==> src/include/pll_holdover_consts.svh <==
// Register offsets, field positions and reset values of the holdover control block
`ifndef PLL_HOLDOVER_CONSTS_SVH
`define PLL_HOLDOVER_CONSTS_SVH
`define ADDR_HOLDOVER_CONTROL 8'h1D
`define ADDR_READBACK_STATUS 8'h1F
`define ADDR_IRQ_STATUS 8'h20
`define ADDR_IRQ_CLEAR 8'h21
`define ADDR_IRQ_ENABLE 8'h22
`define BIT_READBACK_DISABLE 4
`define BIT_COMPARATOR_ENABLE 3
`define BIT_HOLDOVER_ENABLE_HI 2
`define BIT_EXTERNAL_HOLDOVER 1
`define BIT_HOLDOVER_ENABLE_LO 0
`define BIT_CAL_DONE 6
`define BIT_HOLDOVER_ACTIVE 5
`define BIT_SECOND_REF 4
`define CONTROL_RESET 8'h00
`define CONTROL_MASK 8'h1F
`define IRQ_RESET 8'h00
`define IRQ_MASK 8'h07
`define IRQ_CAL_DONE 0
`define IRQ_HOLDOVER_ENTER 1
`define IRQ_REF_CHANGE 2
`endif

==> src/include/pll_holdover_pkg.sv <==
// Types shared by the holdover control block
package pll_holdover_pkg;
  typedef struct packed {
    logic [7:0] addr;
    logic [7:0] wdata;
    logic wr;
    logic rd;
  } reg_req_t;
  typedef struct packed {
    logic cal_done;
    logic holdover_active;
    logic second_ref_selected;
    logic lock_detect_comparator;
    logic sync_pin;
  } pll_state_t;
  typedef struct packed {
    logic comparator_enable;
    logic holdover_enable;
    logic external_holdover;
    logic lock_for_automatic;
    logic pin_monitor;
  } holdover_ctrl_t;
endpackage : pll_holdover_pkg

==> src/hdl/pll_holdover_control_status.sv <==
// Holdover control and status registers of the PLL
// Summary of operation
// [RULE_01] Readback-disable bit set hides status register reads; clear (reset) allows them.
// [RULE_02] Comparator-enable turns on lock-detect comparator; clear means pin treated high.
// [RULE_03] Automatic mode with comparator uses pin voltage as previous-lock judgement.
// [RULE_04] Outside automatic holdover, comparator result drives monitor and status pins. Only ctrl.pin_monitor is driven; there is no status pin output.
// [RULE_05] Holdover active only when both enable bits set; reset clears both.
// [RULE_06] Software keeps automatic holdover off during VCO calibration.
// [RULE_07] External-holdover bit hands control to alignment pin; clear means automatic.
// [RULE_08] Status bit reads 1 after VCO calibration finished, else 0.
// [RULE_09] Status bit reads 1 while in holdover state, regardless of enables.
// [RULE_10] Status bit shows which reference currently feeds the PLL.
// [RULE_11] Reference bit reads 0 for first or differential, 1 for second.
// [RULE_12] Status reflects live state at read; writes to status register ignored.
//
// The plain strobed port was left to the implementer.
`include "pll_holdover_consts.svh"
`timescale 1ns/1ps
`default_nettype none

module pll_holdover_control_status (
  input wire logic clk,
  input wire logic rstn,
  input wire pll_holdover_pkg::reg_req_t req,
  output var logic [7:0] rdata,
  input wire pll_holdover_pkg::pll_state_t pll_in,
  output var pll_holdover_pkg::holdover_ctrl_t ctrl,
  output var logic irq
);
  import pll_holdover_pkg::*;

  // Pin-side inputs come from other domains; two flops before use
  pll_state_t sync1;
  pll_state_t sync2;
  always_ff @(posedge clk or negedge rstn) begin
    if (!rstn) begin
      sync1 <= '0;
      sync2 <= '0;
    end else begin
      sync1 <= pll_in;
      sync2 <= sync1;
    end
  end

  logic [7:0] control;
  logic [7:0] irq_status;
  logic [7:0] irq_enable;
  pll_state_t prev;

  wire wr_control = req.wr && (req.addr == `ADDR_HOLDOVER_CONTROL);
  wire wr_clear = req.wr && (req.addr == `ADDR_IRQ_CLEAR);
  wire wr_enable = req.wr && (req.addr == `ADDR_IRQ_ENABLE);

  wire readback_disable = control[`BIT_READBACK_DISABLE];
  wire comparator_enable = control[`BIT_COMPARATOR_ENABLE];
  wire external_holdover = control[`BIT_EXTERNAL_HOLDOVER];
  wire holdover_enable = control[`BIT_HOLDOVER_ENABLE_HI]
                       && control[`BIT_HOLDOVER_ENABLE_LO]; // [RULE_05]
  // Comparator off means the controller sees the pin as high
  wire lock_seen = comparator_enable ? sync2.lock_detect_comparator : 1'b1; // [RULE_02] [RULE_03]
  wire automatic_use = holdover_enable && !external_holdover; // [RULE_07]
  wire pin_monitor = !automatic_use && comparator_enable
                   && sync2.lock_detect_comparator; // [RULE_04]

  // Live status; bits outside this block read zero
  wire [7:0] status_word = {1'b0, sync2.cal_done, sync2.holdover_active,
                            sync2.second_ref_selected, 4'h0}; // [RULE_08] [RULE_09] [RULE_10] [RULE_11]

  wire [7:0] events = {5'h00,
                       sync2.second_ref_selected != prev.second_ref_selected,
                       sync2.holdover_active && !prev.holdover_active,
                       sync2.cal_done && !prev.cal_done};
  // Set wins over clear so no event is lost
  wire [7:0] next_irq_status = ((irq_status & ~(wr_clear ? req.wdata : 8'h00)) | events)
                             & `IRQ_MASK;

  function automatic logic [7:0] read_mux(input logic [7:0] a);
    case (a)
      `ADDR_HOLDOVER_CONTROL: read_mux = control;
      `ADDR_READBACK_STATUS: read_mux = readback_disable ? 8'h00 : status_word; // [RULE_01] [RULE_12]
      `ADDR_IRQ_STATUS: read_mux = irq_status;
      `ADDR_IRQ_ENABLE: read_mux = irq_enable;
      default: read_mux = 8'h00;
    endcase
  endfunction

  always_ff @(posedge clk or negedge rstn) begin
    if (!rstn) begin
      control <= `CONTROL_RESET;
      irq_enable <= `IRQ_RESET;
    end else begin
      if (wr_control) control <= req.wdata & `CONTROL_MASK; // [RULE_07]
      if (wr_enable) irq_enable <= req.wdata & `IRQ_MASK;
    end
  end

  always_ff @(posedge clk or negedge rstn) begin
    if (!rstn) begin
      irq_status <= `IRQ_RESET;
      prev <= '0;
      irq <= 1'b0;
      rdata <= 8'h00;
      ctrl <= '0;
    end else begin
      irq_status <= next_irq_status;
      prev <= sync2;
      irq <= |(next_irq_status & irq_enable);
      rdata <= req.rd ? read_mux(req.addr) : 8'h00;
      ctrl <= '{comparator_enable: comparator_enable, holdover_enable: holdover_enable,
                external_holdover: external_holdover, lock_for_automatic: lock_seen,
                pin_monitor: pin_monitor};
    end
  end

  property p_readback_hidden;
    @(posedge clk) disable iff (!rstn)
      (req.rd && req.addr == `ADDR_READBACK_STATUS && readback_disable) |=> rdata == 8'h00;
  endproperty
  a_readback_hidden: assert property (p_readback_hidden) else $error("status read not hidden"); // [RULE_01]

  property p_readback_live;
    @(posedge clk) disable iff (!rstn)
      (req.rd && req.addr == `ADDR_READBACK_STATUS && !readback_disable)
        |=> rdata[`BIT_CAL_DONE] == $past(sync2.cal_done);
  endproperty
  a_readback_live: assert property (p_readback_live) else $error("cal done readback wrong"); // [RULE_08]

  property p_holdover_bit;
    @(posedge clk) disable iff (!rstn)
      (req.rd && req.addr == `ADDR_READBACK_STATUS && !readback_disable)
        |=> rdata[`BIT_HOLDOVER_ACTIVE] == $past(sync2.holdover_active);
  endproperty
  a_holdover_bit: assert property (p_holdover_bit) else $error("holdover readback wrong"); // [RULE_09]

  property p_ref_bit;
    @(posedge clk) disable iff (!rstn)
      (req.rd && req.addr == `ADDR_READBACK_STATUS && !readback_disable)
        |=> rdata[`BIT_SECOND_REF] == $past(sync2.second_ref_selected);
  endproperty
  a_ref_bit: assert property (p_ref_bit) else $error("reference readback wrong"); // [RULE_10] [RULE_11]

  property p_enable_both;
    @(posedge clk) disable iff (!rstn)
      ##1 ctrl.holdover_enable == ($past(control[2]) && $past(control[0]));
  endproperty
  a_enable_both: assert property (p_enable_both) else $error("holdover enable wrong"); // [RULE_05]

  property p_comparator_off;
    @(posedge clk) disable iff (!rstn)
      !comparator_enable |=> ctrl.lock_for_automatic;
  endproperty
  a_comparator_off: assert property (p_comparator_off) else $error("pin not treated high"); // [RULE_02]

  property p_lock_follow;
    @(posedge clk) disable iff (!rstn)
      comparator_enable |=> ctrl.lock_for_automatic == $past(sync2.lock_detect_comparator);
  endproperty
  a_lock_follow: assert property (p_lock_follow) else $error("lock judgement wrong"); // [RULE_03]

  property p_monitor_auto;
    @(posedge clk) disable iff (!rstn)
      automatic_use |=> !ctrl.pin_monitor;
  endproperty
  a_monitor_auto: assert property (p_monitor_auto) else $error("monitor in automatic mode"); // [RULE_04]

  property p_status_write_ignored;
    @(posedge clk) disable iff (!rstn)
      (req.wr && req.addr == `ADDR_READBACK_STATUS) |=> control == $past(control);
  endproperty
  a_status_write_ignored: assert property (p_status_write_ignored) else $error("status write took"); // [RULE_12]

  property p_external;
    @(posedge clk) disable iff (!rstn)
      wr_control |=> ##1 ctrl.external_holdover == $past(req.wdata[`BIT_EXTERNAL_HOLDOVER], 2);
  endproperty
  a_external: assert property (p_external) else $error("external holdover wrong"); // [RULE_07]
endmodule : pll_holdover_control_status

`default_nettype wire

==> config.mk <==
export PLATFORM = sky130hd
export DESIGN_NAME = pll_holdover_control_status
export DESIGN_NICKNAME = d
export VERILOG_FILES = /design/src/include/pll_holdover_pkg.sv /design/src/hdl/pll_holdover_control_status.sv
export VERILOG_INCLUDE_DIRS = /design/src /design/src/include
export SDC_FILE = /design/constraint.sdc
export NUM_CORES = 1
export LEC_CHECK = 0
export ABC_AREA = 1
export BUFFER_PORTS_ARGS = -buffer_cell sky130_fd_sc_hd__clkbuf_2
export CORE_UTILIZATION = 40
export CTS_CLUSTER_DIAMETER = 200
export DETAILED_ROUTE_END_ITERATION = 16
export PLACE_DENSITY = 0.73
export SKIP_CTS_REPAIR_TIMING = 1
export SLEW_MARGIN = 40
export SYNTH_ARGS = -nofsm -noshare
export SYNTH_HDL_FRONTEND = slang
export SYNTH_SLANG_ARGS = --single-unit
==> constraint.sdc <==
create_clock -name clk -period 1.8 [get_ports clk]
set_input_delay 0.36 -clock clk [delete_from_list [all_inputs] [get_ports clk]]
set_output_delay 0.36 -clock clk [all_outputs]
set_load 0.02 [all_outputs]
==> flow_metrics.env <==
export IMPL_status="completed"
export IMPL_ir_drop_mv=0.561
export IMPL_seq_area_frac_synth=0.621
export IMPL_die_h_um=61.4
export IMPL_clk_path_buf_depth=2
export IMPL_antenna_cells=0
export IMPL_first_iter_violations=34
export IMPL_crit_fanout=1
export IMPL_hp_start="pll_in[2]"
export IMPL_setup_viol=0
export IMPL_ys_types=18
export IMPL_synth_common_cells="nand2_1 (48), dfrtp_1 (35), inv_1 (22)"
export IMPL_critPathTopFamily="flip-flops"
export IMPL_grt_pass1_wl_um=4280
export IMPL_worst_path_buf_inv=1
export IMPL_dr_pass1_iters=4
export IMPL_gp_routability_congestion=0.830
export IMPL_cp_end_kind="output pin"
export IMPL_avgSynthCellArea_um2=9.34
export IMPL_finalCritPeriodShare=0.680
export IMPL_clk_pin_slew_ns=0.10
export IMPL_reg2regPathDepth=5
export IMPL_worst_path_stages=1
export IMPL_clkLatencyLatePin_ns=0.33
export IMPL_grt_overflow=0
export IMPL_r2r_end="irq$_DFF_PN0_"
export IMPL_dieArea_um2=3770
export IMPL_synth_top_cell_area_share=0.621
export IMPL_viasPerCell=4.45
export IMPL_cts_max_level=2
export IMPL_synth_seq_cells=35
export IMPL_rsz0062_at_grt="false"
export IMPL_syn_nets=176
export IMPL_wl_um=2520
export IMPL_grt_pass1_vias=1034
export IMPL_skew_ns=0.00700
export IMPL_finalHoldViolCount=0
export IMPL_synth_ff_type="dfrtp_1"
export IMPL_dr_max_layer_used="met4"
export IMPL_worstHoldEndpoint="sync1[2]$_DFF_PN0_"
export IMPL_synth_area_leaders="dfrtp_1 (62%), nand2_1 (13%), inv_1 (5.9%)"
export IMPL_cts_sinks=35
export IMPL_row_count=21
export IMPL_syn2layout_area_growth_pct=22.3
export IMPL_fmax_ghz=0.817
export IMPL_fin_tns_setup_ns=0
export IMPL_core_area_um2=3360
export IMPL_max_cap_viol_count=0
export IMPL_final_nets=217
export IMPL_boundaryPins=39
export IMPL_crit_required_ns=1.44
export IMPL_rr_startpoint="status_word[6]$_DFF_PN0_"
export IMPL_post_route_drc_count=0
export IMPL_root_buffer="clkbuf_4"
export IMPL_worst_hold_path_num_cells=1
export IMPL_die_w_um=61.4
export IMPL_dp_hpwl_um=1930
export IMPL_synth_edf_count=0
export IMPL_synthArstFlopShare=1.00
export IMPL_antenna_left=0
export IMPL_portBuffers=33
export IMPL_synth_area_um2=1410
export IMPL_hold_slack_ns=0.125
export IMPL_arrival_ns=0.86
export IMPL_wl_met3_um=118
export IMPL_route_vias_total=1063
export IMPL_slowest_delay_ns=0.38
export IMPL_finalPower_w=0.00143
export IMPL_yosysMostFrequentCell="nand2_1"
export IMPL_wirelength_met1_um=1150
export IMPL_grt_start_max_net_pins=20
export IMPL_slowest_stage="dfrtp_1"
export IMPL_syn_instance_count=151
export IMPL_antenna_found_initial=0
export IMPL_routedWlPerCell_um=10.5
export IMPL_grt_usage=0.163
export IMPL_path_cells="clkbuf_2"
export IMPL_hold_class="input port to flop"
export IMPL_wl_met2_um=1200
export IMPL_powerDensity_nw_per_um2=832
export IMPL_cts_tree="built"
export IMPL_maxSlewViolCount=0
export IMPL_start_util=0.419
export IMPL_startpoint_type="flop"
export IMPL_period_needed_ns=1.22
export IMPL_cts_inserted_buffers=5
export IMPL_r2r_slack_ns=0.86
export IMPL_path_class="flop to output pin"
export IMPL_drive_gt1_frac=0.259
export IMPL_synth_top_area_cell="dfrtp_1"
export IMPL_yosys_warnings=0
export IMPL_p_leak_nw=0.941
## kinds of logic after synthesis
family          Yosys count  share of synthesized area
simple gates             83                      0.275
compound gates            7                     0.0266
other cells               1                    0.00266
buf+inv                  24                     0.0683
xor+xnor                  1                    0.00621
flops                    35                      0.621
## cells in the final DEF (no fill, tap or decap), types with 5 or more instances in the layout
cell	instances
nor2_1	9
o21ai_0	6
nand3_1	15
clkbuf_4	5
nand2_1	48
inv_1	22
dfrtp_1	35
clkbuf_2	33
## metal layers
| metal | GRT usage | vias to the layer above |
|---|---|---|
| li1 | - | 541 |
| met5 | 0 | - |
| met3 | 0.0525 | 7 |
| met4 | 0.0730 | 0 |
| met1 | 0.194 | 492 |
| met2 | 0.272 | 23 |
## state kept, by name (all words and copies together), names as in the netlist
name / cells
control: 5
ctrl: 5
irq: 1
irq_enable: 3
irq_status: 3
prev: 3
rdata: 7
status_word: 3
sync1: 4
sync2: 1
## final cells by class
class | count | area [um^2]
Tap cell | 46 | 57.6
Inverter | 23 | 88.8
Sequential cell | 35 | 876
Multi-Input combinational cell | 92 | 438
Fill cell | 355 | 1640
Clock buffer | 8 | 68.8
Timing Repair Buffer | 35 | 195
## worst max path at each step
stage | from | endpoint | slack, ns
finish | irq$_DFF_PN0_ | irq | 0.58
CTS | rdata[5]$_DFF_PN0_ | rdata[5] | 0.56
global route | ctrl[4]$_DFF_PN0_ | ctrl[4] | 0.53
detailed placement | req[17] | control[1]$_DFFE_PN0P_ | 0.44
floorplan | req[14] | control[0]$_DFFE_PN0P_ | 0.66
global placement | req[17] | control[3]$_DFFE_PN0P_ | 0.48
## per-stage QoR
stage          std cells  area (um^2)   util  worst slack, ns
5_1_grt              239         1720  0.513            0.533
3_3_place_gp         230         1650  0.489            0.480
2_1_floorplan        151         1410      -            0.665
4_1_cts              238         1710  0.510            0.565
6_report             239         1720  0.513            0.576
3_5_place_dp         230         1650  0.489            0.437
## report_power, final
part	internal, W	switching, W	total, W
logic	0.0000458	0.0000806	0.000126
registers	0.000819	0.0000154	0.000834
clock network	0.000230	0.000243	0.000473
No activity file was read; power rests on OpenSTA's default activity.
